--- config.mk ---
export PLATFORM = sky130hd
export DESIGN_NAME = dir_pointer_entry_loader
export DESIGN_NICKNAME = d
export VERILOG_FILES = /design/src/dpe_pkg.sv /design/src/dir_pointer_entry_loader.sv
export SDC_FILE = /design/constraint.sdc
export NUM_CORES = 1
export LEC_CHECK = 0
export ABC_CLOCK_PERIOD_IN_PS = 6100
export BUFFER_PORTS_ARGS = -buffer_cell sky130_fd_sc_hd__buf_2
export CORE_MARGIN = 4
export CORE_UTILIZATION = 35
export DETAILED_ROUTE_END_ITERATION = 7
export PLACE_DENSITY = 0.69
export SLEW_MARGIN = 20
export SYNTH_ARGS = -nofsm -noshare
export SYNTH_HDL_FRONTEND = slang
export SYNTH_SLANG_ARGS = --single-unit
--- constraint.sdc ---
create_clock -name clk -period 6.1 [get_ports clk]
set_input_delay 1.22 -clock clk [delete_from_list [all_inputs] [get_ports clk]]
set_output_delay 1.22 -clock clk [all_outputs]
set_load 0.01 [all_outputs]
--- src/dpe_pkg.sv ---
package dpe_pkg;
   // Table geometry
   localparam int N_ENT = 4;
   localparam int ENT_W = 64;
   localparam int PA_W = 52;
   localparam int LIN_W = 32;
   localparam int BASE_LO = 5;
   localparam int BASE_HI = 31;
   localparam int OFS_LO = 3;
   localparam int DIR_LO = 12;
   localparam int SEL_LO = 30;
   localparam int SEL_HI = 31;
   // Entry fields
   localparam int P_BIT = 0;
   localparam int PWT_BIT = 3;
   localparam int PCD_BIT = 4;
   // Bits 2:1 and 8:5 must be zero
   localparam logic [63:0] RSV_LO_MASK = 64'h0000_0000_0000_01E6;
   localparam logic [15:0] GP_CODE = 16'h0000;
   localparam logic [1:0] LAST_IDX = 2'h3;

   typedef enum logic [2:0] {
      ST_IDLE = 3'b001,
      ST_REQ = 3'b010,
      ST_WAIT = 3'b100
   } st_t;

   typedef enum logic {
      ATTR_UC = 1'b0,
      ATTR_WB = 1'b1
   } mem_attr_t;

   typedef struct packed {
      logic pg;   // paging_enable
      logic pae;  // phys_addr_extension
      logic cd;   // cache_disable_ctl
      logic nw;   // no_writethrough_ctl
      logic pge;  // global_page_enable
      logic pse;  // large_page_enable
   } mode_ctl_t;

   typedef struct packed {
      logic [PA_W-1:0] addr;
      mem_attr_t attr;
   } mem_req_t;

   typedef struct packed {
      logic [PA_W-1:0] dir_base;
      logic write_through_attr;
      logic cache_disable_attr;
      logic page_fault;
   } xl_ans_t;
endpackage : dpe_pkg

--- src/dir_pointer_entry_loader.sv ---
// Contract
// Extended mode is on only with paging and extension set, long mode clear.
// 32-bit linear addresses map to physical addresses up to 52 bits.
// Four hidden entry registers, filled from memory at the table base.
// Each entry register roots its own translation hierarchy.
// Table base is base register bits 31:5; other bits ignored.
// Table holds four 64-bit entries, each governing one 1-GByte region.
// Reload on mode write that keeps mode on and changes a listed bit.
// Base write while mode on reloads from the newly written address.
// Task switch changing the base while mode on reloads from new base.
// Virtualization transitions may load the entry registers directly.
// Entries are fetched write-back unless caching is disabled.
// Bit 0 is the valid flag; must be 1 to reference a directory.
// Bit 3 is write-through, bit 4 cache-disable for the directory access.
// Bits M-1:12 give the directory base; bits 11:9 ignored.
// Bits 2:1, 8:5 and 63:M are reserved, must be zero.
// Valid entry with reserved bit raises protection fault code 0, no load.
// Reserved check on invalid entries is an option, documented.
// Physical address bits 51:M are forced to zero.
// Physical width parameter never exceeds 52.
// Uncached fetch is an optional model-specific alternative.
// Linear bits 31:30 pick the entry; invalid entry gives page fault.
// Translation uses only the entry registers, never the base or memory.
// Four 8-byte reads at 0, 8, 16, 24; all checked before commit.
`timescale 1ns/10ps
module dir_pointer_entry_loader
   import dpe_pkg::*;
#(
   parameter int MAX_PA = PA_W,     // max_phys_addr_width
   parameter bit CHK_NP = 1'b0,     // also check invalid entries
   parameter bit UC_FETCH = 1'b0    // fetch entries uncached
) (
   input wire logic clk,                          // core clock
   input wire logic arst_n,                       // async reset
   input wire logic lme,                          // long_mode_enable
   input wire logic mode_wr,                      // control reg write
   input wire mode_ctl_t mode_wdata,              // new control bits
   input wire logic base_wr,                      // base reg write
   input wire logic task_sw,                      // task switch load
   input wire logic [63:0] base_wdata,            // new base value
   input wire logic virt_ld,                      // virtualization load
   input wire logic [N_ENT-1:0][63:0] virt_ent,   // entries to load
   output logic mem_req_v,                        // read request
   output mem_req_t mem_req,                      // address, attr
   input wire logic mem_req_rdy,                  // request taken
   input wire logic mem_rsp_v,                    // read data valid
   input wire logic [63:0] mem_rsp_data,          // read data
   output logic ext_mode,                         // mode active
   output logic [63:0] translation_table_base,    // base reg
   output mode_ctl_t ctl_out,                     // control bits
   output logic busy,                             // fetch running
   output logic load_done,                        // entries committed
   output logic gp_fault,                         // protection fault
   output logic [15:0] gp_err_code,               // fault code
   input wire logic xl_req,                       // lookup request
   input wire logic [LIN_W-1:0] xl_lin,           // linear address
   output logic xl_ack,                           // lookup answer
   output xl_ans_t xl_ans                         // lookup result
);

   // Width check
   if (MAX_PA > PA_W || MAX_PA < LIN_W) begin : g_chk
      $error("MAX_PA must lie in 32..52");
   end

   ////////////////////////////////////////////////////////////////
   // State
   mode_ctl_t ctl_r;
   logic [63:0] base_r;
   logic [N_ENT-1:0][63:0] ent_r;
   logic [N_ENT-1:0][63:0] stg_r;
   st_t st_r;
   logic [1:0] idx_r;
   logic [BASE_HI-BASE_LO:0] fbase_r;
   logic [BASE_HI-BASE_LO:0] pbase_r;
   logic pend_r;
   logic bad_r;
   logic done_r;
   logic gp_r;
   logic ack_r;
   xl_ans_t ans_r;

   ////////////////////////////////////////////////////////////////
   // Reload triggers
   wire mode_on = ctl_r.pg & ctl_r.pae & ~lme;
   wire new_on = mode_wdata.pg & mode_wdata.pae & ~lme;
   wire ctl_chg = mode_wdata != ctl_r;
   wire trg_mode = mode_wr & new_on & ctl_chg;
   wire trg_base = base_wr & mode_on;
   wire trg_ts = task_sw & mode_on & (base_wdata != base_r);
   wire trg_any = trg_mode | trg_base | trg_ts;
   wire base_in = base_wr | task_sw;
   // Only bits 31:5 locate the table
   wire [BASE_HI-BASE_LO:0] trg_addr = base_in ? base_wdata[BASE_HI:BASE_LO]
                                              : base_r[BASE_HI:BASE_LO];

   ////////////////////////////////////////////////////////////////
   // Entry checking
   localparam logic [63:0] RSV_MASK = RSV_LO_MASK | ({64{1'b1}} << MAX_PA);
   // Reserved bits only matter on valid entries unless CHK_NP
   wire rsp_bad = (mem_rsp_data[P_BIT] | CHK_NP) & (|(mem_rsp_data & RSV_MASK));
   wire rsp_take = (st_r == ST_WAIT) & mem_rsp_v;
   wire rsp_last = rsp_take & (idx_r == LAST_IDX);
   wire seq_bad = bad_r | rsp_bad;
   wire commit = rsp_last & ~pend_r & ~seq_bad;
   wire fault = rsp_last & ~pend_r & seq_bad;

   ////////////////////////////////////////////////////////////////
   // Fetch request
   assign mem_req_v = (st_r == ST_REQ);
   // Consecutive 8-byte reads from the 32-byte table
   assign mem_req.addr = {{(PA_W-LIN_W){1'b0}}, fbase_r, idx_r, 3'h0};
   assign mem_req.attr = (ctl_r.cd | UC_FETCH) ? ATTR_UC : ATTR_WB;

   ////////////////////////////////////////////////////////////////
   // Control and base registers
   always_ff @(posedge clk or negedge arst_n) begin
      if (!arst_n) begin
         ctl_r <= '0;
         base_r <= 64'h0000_0000_0000_0000;
      end else begin
         if (mode_wr) begin
            ctl_r <= mode_wdata;
         end
         if (base_in) begin
            base_r <= base_wdata;
         end
      end
   end

   // Fetch sequencer; a trigger during an outstanding read is parked
   // so the stale response is never mistaken for a new entry
   always_ff @(posedge clk or negedge arst_n) begin
      if (!arst_n) begin
         st_r <= ST_IDLE;
         idx_r <= 2'h0;
         fbase_r <= '0;
         pbase_r <= '0;
         pend_r <= 1'b0;
         bad_r <= 1'b0;
      end else begin
         unique case (st_r)
            ST_IDLE, ST_REQ: begin
               if (trg_any) begin
                  st_r <= ST_REQ;
                  idx_r <= 2'h0;
                  fbase_r <= trg_addr;
                  bad_r <= 1'b0;
                  pend_r <= 1'b0;
               end else if (st_r == ST_REQ && mem_req_rdy) begin
                  st_r <= ST_WAIT;
               end
            end
            ST_WAIT: begin
               if (trg_any) begin
                  pend_r <= 1'b1;
                  pbase_r <= trg_addr;
               end
               if (mem_rsp_v) begin
                  if (pend_r) begin
                     st_r <= ST_REQ;
                     idx_r <= 2'h0;
                     // Newest trigger wins; an older parked address is dropped
                     fbase_r <= trg_any ? trg_addr : pbase_r;
                     bad_r <= 1'b0;
                     pend_r <= 1'b0;
                  end else if (idx_r == LAST_IDX) begin
                     st_r <= trg_any ? ST_REQ : ST_IDLE;
                     idx_r <= 2'h0;
                     fbase_r <= trg_addr;
                     bad_r <= 1'b0;
                     pend_r <= 1'b0;
                  end else begin
                     st_r <= ST_REQ;
                     idx_r <= 2'(idx_r + 2'h1);
                     bad_r <= seq_bad;
                  end
               end
            end
         endcase
      end
   end

   // Staging buffer keeps the live entries intact until all pass
   always_ff @(posedge clk or negedge arst_n) begin
      if (!arst_n) begin
         stg_r <= '0;
      end else if (rsp_take) begin
         stg_r[idx_r] <= mem_rsp_data;
      end
   end

   // Entry registers: virtualization load wins over a fetch commit
   always_ff @(posedge clk or negedge arst_n) begin
      if (!arst_n) begin
         ent_r <= '0;
      end else if (virt_ld) begin
         ent_r <= virt_ent;
      end else if (commit) begin
         ent_r <= {mem_rsp_data, stg_r[2], stg_r[1], stg_r[0]};
      end
   end

   // Completion pulses
   always_ff @(posedge clk or negedge arst_n) begin
      if (!arst_n) begin
         done_r <= 1'b0;
         gp_r <= 1'b0;
      end else begin
         done_r <= commit;
         gp_r <= fault;
      end
   end

   ////////////////////////////////////////////////////////////////
   // Translation lookup, entry registers only
   wire [1:0] sel = xl_lin[SEL_HI:SEL_LO];
   wire [63:0] ent_sel = ent_r[sel];
   wire [PA_W-1:0] pa_mask = ~({PA_W{1'b1}} << MAX_PA);
   // Bits 11:9 of the entry never reach the address
   wire [PA_W-1:0] dir_base = {ent_sel[PA_W-1:DIR_LO], 12'h000} & pa_mask;

   always_ff @(posedge clk or negedge arst_n) begin
      if (!arst_n) begin
         ack_r <= 1'b0;
         ans_r <= '0;
      end else begin
         ack_r <= xl_req;
         if (xl_req) begin
            ans_r.dir_base <= dir_base;
            ans_r.write_through_attr <= ent_sel[PWT_BIT];
            ans_r.cache_disable_attr <= ent_sel[PCD_BIT];
            ans_r.page_fault <= ~ent_sel[P_BIT];
         end
      end
   end

   ////////////////////////////////////////////////////////////////
   // Outputs
   assign ext_mode = mode_on;
   assign translation_table_base = base_r;
   assign ctl_out = ctl_r;
   assign busy = (st_r != ST_IDLE);
   assign load_done = done_r;
   assign gp_fault = gp_r;
   assign gp_err_code = gp_r ? GP_CODE : 16'h0000;
   assign xl_ack = ack_r;
   assign xl_ans = ans_r;

   ////////////////////////////////////////////////////////////////
   // Checks
   property p_mode;
      @(posedge clk) disable iff (!arst_n)
      $past(mode_wr) |-> ext_mode == ($past(mode_wdata.pg) & $past(mode_wdata.pae) & ~lme);
   endproperty
   a_mode: assert property (p_mode) else $error("mode active wrong");

   property p_keep;
      @(posedge clk) disable iff (!arst_n)
      gp_fault && !$past(virt_ld) |-> $stable(ent_r) && !load_done;
   endproperty
   a_keep: assert property (p_keep) else $error("entries changed on fault");

   property p_code;
      @(posedge clk) disable iff (!arst_n)
      gp_fault |-> gp_err_code == 16'h0000;
   endproperty
   a_code: assert property (p_code) else $error("fault code not zero");

   property p_base;
      @(posedge clk) disable iff (!arst_n)
      base_wr && ext_mode && st_r != ST_WAIT |=>
         mem_req_v && mem_req.addr[31:5] == $past(base_wdata[31:5]) && mem_req.addr[4:0] == 5'h00;
   endproperty
   a_base: assert property (p_base) else $error("reload base wrong");

   property p_step;
      @(posedge clk) disable iff (!arst_n)
      rsp_take && !pend_r && !trg_any && idx_r != 2'h3 |=>
         mem_req_v && mem_req.addr[4:3] == 2'($past(idx_r) + 2'h1);
   endproperty
   a_step: assert property (p_step) else $error("entry offset wrong");

   property p_attr;
      @(posedge clk) disable iff (!arst_n)
      mem_req_v && !ctl_r.cd && !UC_FETCH |-> mem_req.attr == ATTR_WB;
   endproperty
   a_attr: assert property (p_attr) else $error("fetch not write-back");

   property p_pf;
      @(posedge clk) disable iff (!arst_n)
      xl_req |=> xl_ack && xl_ans.page_fault == !$past(ent_sel[0]);
   endproperty
   a_pf: assert property (p_pf) else $error("page fault flag wrong");

   property p_high;
      @(posedge clk) disable iff (!arst_n)
      xl_ack |-> (xl_ans.dir_base >> MAX_PA) == '0 && xl_ans.dir_base[11:0] == 12'h000;
   endproperty
   a_high: assert property (p_high) else $error("address high bits set");

endmodule : dir_pointer_entry_loader

After elaboration in Yosys (flattened, before gate mapping). Index checks and enable logic that the tools add are counted.

Word-level logic and storage cells: 111. Output and inout bits: 200. Latch bits: 0. Bits in writable memories: 0. Memories kept: 0. ROM bits: 0. Input bits: 432. Register bits: 689.

Multiplexer cells: 37. Reduce and logical (&&, ||, !) cells: 8. Magnitude comparators: 3. Shift operators: 0. Divide/modulo/power cells: 0. $mul: 0. Bitwise gates (word level): 23. Equality and inequality tests: 11. Add/sub/neg operators: 1.

Operator list (count): 2-to-1 mux 256 bit (2); bitwise mux 256 bit (1); 2-to-1 mux 27 bit (6); binary-select mux 64 bit (select 2 bit) (1); demux 64 bit (select 2 bit) (1); 2-to-1 mux 64 bit (1); inequality test 64 bit (1); case mux 27 bit (2 select lines) (1); 2-to-1 mux 52 bit (1); OR reduction 18 bit (1); AND 1 bit (15); 2-to-1 mux 2 bit (7); 2-to-1 mux 1 bit (9); 2-to-1 mux 3 bit (3); less-than comparator 2 x 3 -> 1 bit, second input constant (2); inequality test 6 bit (1); case mux 3 bit (2 select lines) (1); inequality test 2 bit, second input constant (2); inverter 1 bit (4); bitwise OR 1 bit (4); case mux 1 bit (2 select lines) (2); case mux 2 bit (2 select lines) (1); AND reduction 2 bit (2); equality test 3 x 1 -> 1 bit, second input constant (1); 12 further kinds (13).

Logic depth before layout (Yosys ltp). Gate-level depths: netlist of the first run.

Word-level depth: 11. Mapped depth: 10. Gate-level depth less buffers: 7.

Worst setup path after synthesis of the first run. OpenSTA, ideal clock, no wires.

Kind: input to register. From: input mem_rsp_data[6]. To: register ent_r[0] in the netlist's numbering. Slack: 2961 ps. Arrival time: 3007 ps. Library setup time: 132 ps. Stages: 8. Buffers on the path: 2. Required time: 5968 ps. Path through: or4_1 -> or4_1 -> a21oi_2 -> nand3_2 -> buf_6 -> buf_6 -> mux2i_1 -> o21ai_1.

Word-level cells in the longest chain between the ends: 6.

Ends and longest elaborated chain: start: declaration (line dir_pointer_entry_loader.sv:47) `input wire logic [63:0] mem_rsp_data,`; OR reduction 18 bit (line dir_pointer_entry_loader.sv:101) `wire rsp_bad = (mem_rsp_data[P_BIT] | CHK_NP) & (|(mem_rsp_data & RSV_MASK));`; AND 1 bit (line dir_pointer_entry_loader.sv:101); bitwise OR 1 bit (line dir_pointer_entry_loader.sv:104) `wire seq_bad = bad_r | rsp_bad;`; inverter 1 bit (line dir_pointer_entry_loader.sv:105) `wire commit = rsp_last & ~pend_r & ~seq_bad;`; AND 1 bit (line dir_pointer_entry_loader.sv:105); nonzero test 2 bit (no source line); end signal: assignment (line dir_pointer_entry_loader.sv:198) `ent_r <= virt_ent;`; end signal: assignment (line dir_pointer_entry_loader.sv:200) `ent_r <= {mem_rsp_data, stg_r[2], stg_r[1], stg_r[0]};`; end: declaration (line dir_pointer_entry_loader.sv:70) `logic [N_ENT-1:0][63:0] ent_r;`.

Every way passes these cells. A chain may end at the register's enable or synchronous reset.

Final worst setup path of the first run.
From: input base_wdata[25]. To: register fbase_r[2].

Word-level cells in the longest chain between the ends: 7. Elaborated cells on any way between the ends: 9. Classes of those cells: eq/ne (2); mux (4); bitwise (2); reduce/logical (1).

Ends and longest elaborated chain: start: declaration (line dir_pointer_entry_loader.sv:40) `input wire logic [63:0] base_wdata,`; inequality test 64 bit * (line dir_pointer_entry_loader.sv:90) `wire trg_ts = task_sw & mode_on & (base_wdata != base_r);`; AND 1 bit * (line dir_pointer_entry_loader.sv:90); bitwise OR 1 bit * (line dir_pointer_entry_loader.sv:91) `wire trg_any = trg_mode | trg_base | trg_ts;`; 2-to-1 mux 27 bit (line dir_pointer_entry_loader.sv:164) `fbase_r <= trg_any ? trg_addr : pbase_r;`; 2-to-1 mux 27 bit (line dir_pointer_entry_loader.sv:160) `if (pend_r) begin`; 2-to-1 mux 27 bit (line dir_pointer_entry_loader.sv:159) `if (mem_rsp_v) begin`; case mux 27 bit (2 select lines) (line dir_pointer_entry_loader.sv:142) `unique case (st_r)`; end signal: assignment (line dir_pointer_entry_loader.sv:147) `fbase_r <= trg_addr;`; end signal: assignment (line dir_pointer_entry_loader.sv:164); end signal: assignment (line dir_pointer_entry_loader.sv:170) `fbase_r <= trg_addr;`; end: declaration (line dir_pointer_entry_loader.sv:74) `logic [BASE_HI-BASE_LO:0] fbase_r;`.

Mark *: on every way between the ends. The rest lies on a longest branch, timed or not. The select of a mux whose other input is x is not followed.

==> impl_metrics.json, run 1 <==
{
  "detailed_place_hpwl_mm": 42.5,
  "end_kind": "flop",
  "cp.arrival_ns": 4.60,
  "power.density_nw_per_um2": 366,
  "layout-drive-gt1-share_pct": 33.4,
  "async_flop_share_pct": 100,
  "core_region_area_um2": 61800,
  "synthDominantCellAreaShare_pct": 54.5,
  "ctsRootBufferMaster": "clkbuf_16",
  "criticalPathCategory": "input pin to flop",
  "timing.clock.skew_ns": 0.0372,
  "multi_input_comb_area_um2": 9190,
  "placement.io_buffers": 463,
  "most-common-layout-cells": "dfrtp_1 (477), buf_2 (460), o21ai_1 (190)",
  "hold_path_depth": 1,
  "avg_inst_size_synth_um2": 12.6,
  "setup.worst_path.end": "fbase_r[2]",
  "tritoncts_clock_tree": "built",
  "synth-edff-count": 0,
  "setup_total_negative_slack_ns": 0,
  "worst_setup_path_start_kind": "input pin",
  "drt-wirelength-per-cell_um": 20.1,
  "die_h_um": 258,
  "fillers": 5744,
  "number_of_antenna_violations_at_the_first_check_in_global_routing": 24,
  "flip_flop_and_latch_count_after_synthesis": 478,
  "finish_stage_setup_viols": 0,
  "slew_margin_rel_pct": 25.1,
  "detailedRoute.firstIterationViolations": 945,
  "clock_pin_transition_on_the_worst_setup_and_hold_timing_paths_ns": 0.06,
  "worst_case_clock_buffer_depth": 3,
  "detailroute.via_count": 15300,
  "postSynthCellCount": 1738,
  "grt_pass1_wl_mm": 95.7,
  "antenna_left": 0,
  "i_o_pins": 632,
  "timing.critical_path.from": "base_wdata[25]",
  "synth-warning-count": 0,
  "grt.busiest_layer": "met2",
  "syn_to_final_growth_pct": 21.6,
  "design.die.area_um2": 66600,
  "grt_pass1_vias": 16400,
  "drt-vias-per-instance": 5.02,
  "hold_slack_ns": 0.456,
  "timing.final.hold_violations": 0,
  "synth_largest_area_cell": "dfrtp_1",
  "post_cts.resized_instances": 0,
  "worst-r2r-setup-slack_ns": 2.24,
  "timing.final.crit_share_pct": 68.6,
  "hold_path_startpoint": "st_r[1]",
  "r2r-start": "translation_table_base[25]",
  "cts_post_setup_buffers_inserted": 0,
  "hold_path_class": "flop to flop",
  "synth.cell_area_um2": 21900,
  "timing.reg2reg.worst_path_depth": 8,
  "slew_violations": 0,
  "power_uw": 9760,
  "tritoncts_num_sinks": 478,
  "vdd.ir_drop.worst_v": 0.000256,
  "grt_remaining_overflow": 0,
  "use_met2_pct": 30.1,
  "post_cts_hold_buffer_count": 0,
  "ys_seq_area_share_pct": 54.6,
  "clock_latency_ns": 0.62,
  "synth_area_leaders": "dfrtp_1 (54%), mux2_1 (8.0%), mux2i_1 (7.9%)",
  "initial_utilization_pct": 35.4,
  "critPathRequiredTime_ns": 6.51,
  "synth_flop_cell": "dfrtp_1",
  "max_freq_ghz": 0.239,
  "crit_path_max_fanout": 29,
  "status": "complete, no violations",
  "gr-usage-met1_pct": 22.3,
  "global_route.usage.total_pct": 18.0,
  "finalCriticalPeriod_ns": 4.18,
  "layout.cells.most_common": "dfrtp_1",
  "drv.max_cap_violation_count": 0,
  "clock_tree.htree_level_count": 2,
  "tritoncts_buffer_count": 52,
  "drt_pre_antenna_iters": 5,
  "register_area_um2": 12000,
  "row_count": 91,
  "drcViolationCount": 0,
  "endpoint_of_the_most_critical_register_to_register_path": "fbase_r[2]",
  "wl_mm": 61.4,
  "worst-slew-pin-transition_ns": 1.12,
  "grt_max_degree": 150,
  "final_net_count": 2597,
  "globalRouteMet3Util_pct": 5.62,
  "static-leakage-power_uw": 0.0132,
  "chipWidth_um": 258,
  "post_synth_num_cell_types": 47,
  "gp_congestion": 0.839,
  "rsz0062_at_grt": "no"
}
## final cells by class
cell class	instances	share of cell area, %
Sequential cell	478	44.9
Multi-Input combinational cell	1138	34.5
Timing Repair Buffer	484	9.66
Clock buffer	69	5.46
Tap cell	837	3.93
Clock inverter	21	1.32
Antenna cell	12	0.113
Inverter	7	0.0987
## critical path, stage by stage
cell	delay, ns
buf_2	0.12
xnor2_1	0.56
nand4_1	0.19
nor4_1	0.36
nand4_1	0.28
a311oi_4	0.36
buf_4	0.36
or2_1	0.90
o31ai_1	0.24
## through the flow
| step | instances | utilization [%] | instance area (um^2) | setup WS (ns) |
|---|---|---|---|---|
| floorplan | 1788 | - | 22100 | 2.96 |
| global placement | 2944 | 40.1 | 24800 | 1.43 |
| detailed placement | 2944 | 40.1 | 24800 | 1.31 |
| CTS | 3034 | 43.0 | 26600 | 1.94 |
| global route | 3041 | 43.1 | 26600 | 1.73 |
| finish | 3046 | 43.1 | 26600 | 1.92 |
## synth_stat cells, types with 6 or more instances
library cell	n
a21oi_1	29
buf_1	16
buf_2	7
buf_4	51
buf_6	19
clkbuf_1	72
dfrtp_1	477
inv_1	6
mux2_1	156
mux2_2	111
mux2i_1	173
mux4_2	43
nand2_1	182
nand4_1	18
nor2_1	9
nor3_1	29
nor4_1	7
o21ai_0	13
o21ai_1	190
o31ai_1	27
xnor2_1	68
## metal layers
layer | routed length (um) | up-vias
li1 | - | 6929
met3 | 4810 | 131
met2 | 29500 | 470
met5 | 162 | -
met1 | 24900 | 7744
met4 | 1920 | 26
## power breakdown
part | internal [uW] | switching (uW) | leakage [uW]
Combinational | 957 | 1110 | 0.00647
Sequential | 3960 | 444 | 0.00581
Clock | 1940 | 1340 | 0.000880
## kinds of logic (layout without fill, tap and decap cells)
logic type | Yosys count | count (layout) | synth area share [%]
fa+ha+maj | 4 | 4 | 0.229
mux | 483 | 483 | 26.1
flops | 478 | 478 | 54.6
compound gates | 270 | 270 | 6.63
other cells | 1 | 63 | 0.0171
simple gates | 260 | 260 | 5.14
xor+xnor | 70 | 70 | 2.80
buf+inv | 172 | 581 | 4.51
## state kept, by name (all words and copies together) (netlist names), 2 cells and up
register	flops
ent_r	172
ctl_out	6
translation_table_base	64
idx_r	2
xl_ans	43
st_r	3
fbase_r	27
stg_r	129
pbase_r	27
## worst min path at each step
| stage | endpoint |
|---|---|
| 2_1_floorplan | st_r[0] |
| 3_3_place_gp | st_r[0] |
| 3_5_place_dp | st_r[0] |
| 4_1_cts | st_r[0] |
| 5_1_grt | st_r[0] |
| 6_report | st_r[0] |
Power figures use the tool's default switching activity.
==> run 2: changes to the inputs <==
--- a/config.mk
+++ b/config.mk
@@ -5,7 +5,7 @@
 export SDC_FILE = /design/constraint.sdc
 export NUM_CORES = 1
 export LEC_CHECK = 0
-export ABC_CLOCK_PERIOD_IN_PS = 6100
+export ABC_CLOCK_PERIOD_IN_PS = 4350
 export BUFFER_PORTS_ARGS = -buffer_cell sky130_fd_sc_hd__buf_2
 export CORE_MARGIN = 4
 export CORE_UTILIZATION = 35
==> constraint.sdc (replaced) <==
create_clock -name clk -period 4.35 [get_ports clk]
set_input_delay 0.87 -clock clk [delete_from_list [all_inputs] [get_ports clk]]
set_output_delay 0.87 -clock clk [all_outputs]
set_load 0.01 [all_outputs]
==> run 2 against run 1 <==
Register-to-register slack got worse by 0.85 ns. Critical endpoint is now ent_r[207]. Highest routed layer unchanged. Combinational power increased by 43%. Sequential power increased by 40%. Flip-flop and latch count unchanged. Via count increased by 1.7%.
==> impl_metrics.json, run 2 (synthesized netlist as in run 1, its figures left out) <==
{
  "status": "complete, no violations",
  "crit_path_max_fanout": 19,
  "post_layout_nonfiller_instances": 3082,
  "end_kind": "flop",
  "worst_setup_path_start_kind": "input pin",
  "hold_path_class": "input pin to async pin",
  "postLayoutCellArea_um2": 27000,
  "layout-drive-gt1-share_pct": 34.2,
  "design.die.area_um2": 66600,
  "worst-r2r-setup-slack_ns": 1.39,
  "drt-vias-per-instance": 5.05,
  "grt_pass1_wl_mm": 96.7,
  "hold_slack_ns": 0.369,
  "post_cts_hold_buffer_count": 0,
  "core_region_area_um2": 61800,
  "clock_pin_transition_on_the_worst_setup_and_hold_timing_paths_ns": 0.06,
  "grt_remaining_overflow": 0,
  "final_net_count": 2620,
  "most-common-layout-cells": "dfrtp_1 (477), buf_2 (460), o21ai_1 (190)",
  "power.share.combinational_pct": 21.1,
  "max_freq_ghz": 0.307,
  "tritoncts_clock_tree": "built",
  "netSwitchingPower_uw": 4100,
  "layout.cells.most_common": "dfrtp_1",
  "seq_power_share_pct": 44.1,
  "cts_post_setup_buffers_inserted": 0,
  "grt_pass1_vias": 16500,
  "detailed_place_hpwl_mm": 44.1,
  "sw_frac_of_total_pct": 29.3,
  "tritoncts_buffer_count": 54,
  "number_of_antenna_violations_at_the_first_check_in_global_routing": 26,
  "r2r-start": "translation_table_base[17]",
  "syn_to_final_growth_pct": 23.4,
  "die_h_um": 258,
  "slew_margin_rel_pct": 26.9,
  "timing.reg2reg.worst_path_depth": 8,
  "clock_latency_ns": 0.62,
  "register_area_um2": 12000,
  "detailedRoute.firstIterationViolations": 901,
  "initial_utilization_pct": 35.4,
  "dp_cells": 2965,
  "power.density_nw_per_um2": 517,
  "vdd.ir_drop.worst_v": 0.000390,
  "criticalPathCategory": "input pin to flop",
  "timing.final.hold_violations": 0,
  "worst-slew-pin-transition_ns": 1.09,
  "static-leakage-power_uw": 0.0134,
  "rsz0062_at_grt": "no",
  "chipWidth_um": 258,
  "postPlaceCellArea_um2": 25100,
  "drt-wirelength-per-cell_um": 20.3,
  "grt_max_degree": 141,
  "tritoncts_num_sinks": 478,
  "timing.final.crit_share_pct": 74.8,
  "detailroute.via_count": 15600,
  "internal_power_uw": 9890,
  "i_o_pins": 632,
  "multi_input_comb_area_um2": 9200,
  "wl_mm": 62.5,
  "largest_register_ffs": 172,
  "drv.max_cap_violation_count": 0,
  "slew_violations": 0,
  "ctsRootBufferMaster": "clkbuf_16",
  "post_cts.resized_instances": 0,
  "placement.io_buffers": 463,
  "clock_tree.htree_level_count": 2,
  "cp.arrival_ns": 3.69,
  "drcViolationCount": 0,
  "setup_total_negative_slack_ns": 0,
  "row_count": 91,
  "finish_stage_setup_viols": 0,
  "global_route.usage.total_pct": 18.3,
  "finalCriticalPeriod_ns": 3.25,
  "top_register": "ent_r",
  "antenna_left": 0,
  "gp_congestion": 0.834,
  "endpoint_of_the_most_critical_register_to_register_path": "st_r[1]",
  "worst_case_clock_buffer_depth": 3,
  "drt_pre_antenna_iters": 5,
  "timing.clock.skew_ns": 0.0604,
  "critPathRequiredTime_ns": 4.79,
  "fillers": 5693,
  "share_clk_of_total_power_pct": 34.8
}
[run 2: cell types whose count changed in the layout (fill, tap and decap cells not counted), sizes merged]
cell / delta
diode: +5
inv: +2
clkinv: -4
bufinv: +1
buf: +21
clkbuf: +11
[run 2: worst max path at each step]
stage,start,end,cells past startpoint
floorplan,mem_rsp_data[6],ent_r[0],8
global placement,mem_rsp_data[7],ent_r[21],9
detailed placement,mem_rsp_data[7],ent_r[147],9
CTS,mem_rsp_data[7],ent_r[147],9
global route,mem_rsp_data[7],ent_r[83],9
finish,mem_rsp_data[7],ent_r[207],9
[run 2: per-layer routing]
metal,up-vias,global-route usage [%],wire (um)
met4,16,6.56,2090
met2,487,30.3,30300
met5,-,0,95
li1,6985,-,-
met3,110,5.21,4700
met1,7968,22.9,25300
[run 2: area by class of cell]
cell class              instances  area share, %
diodes                         17          0.157
clock buffers                  80           5.88
clock inverters                20           1.26
inverters                       7         0.0972
multi-input cells            1138           34.0
flip-flops and latches        478           44.3
well taps                     837           3.87
repair buffers                505           10.5
[run 2: per-stage QoR]
stage	worst slack, ns	utilization [%]	power, uW
floorplan	1.56	-	7950
global placement	0.502	40.5	9050
detailed placement	0.473	40.5	9210
CTS	1.06	43.6	14100
global route	0.861	43.7	14700
finish	1.10	43.7	14000
[run 2: critical path: stages]
cell and delay [ns]:
buf_2 0.10, nor4_1 0.28, nand3_1 0.34, or4_1 0.57, a21oi_2 0.27, nand3_4 0.50, buf_4 0.44, mux2i_1 0.21
o21ai_1 0.08
[run 2: power by group through the flow]
stage          logic (uW)  registers (uW)  clock network (uW)
4_1_cts              2990            6170                4980
5_1_grt              3260            6290                5180
6_report             2950            6170                4870
3_5_place_dp         2980            6240                   0
2_1_floorplan        1760            6180                   0
3_3_place_gp         2880            6170                   0
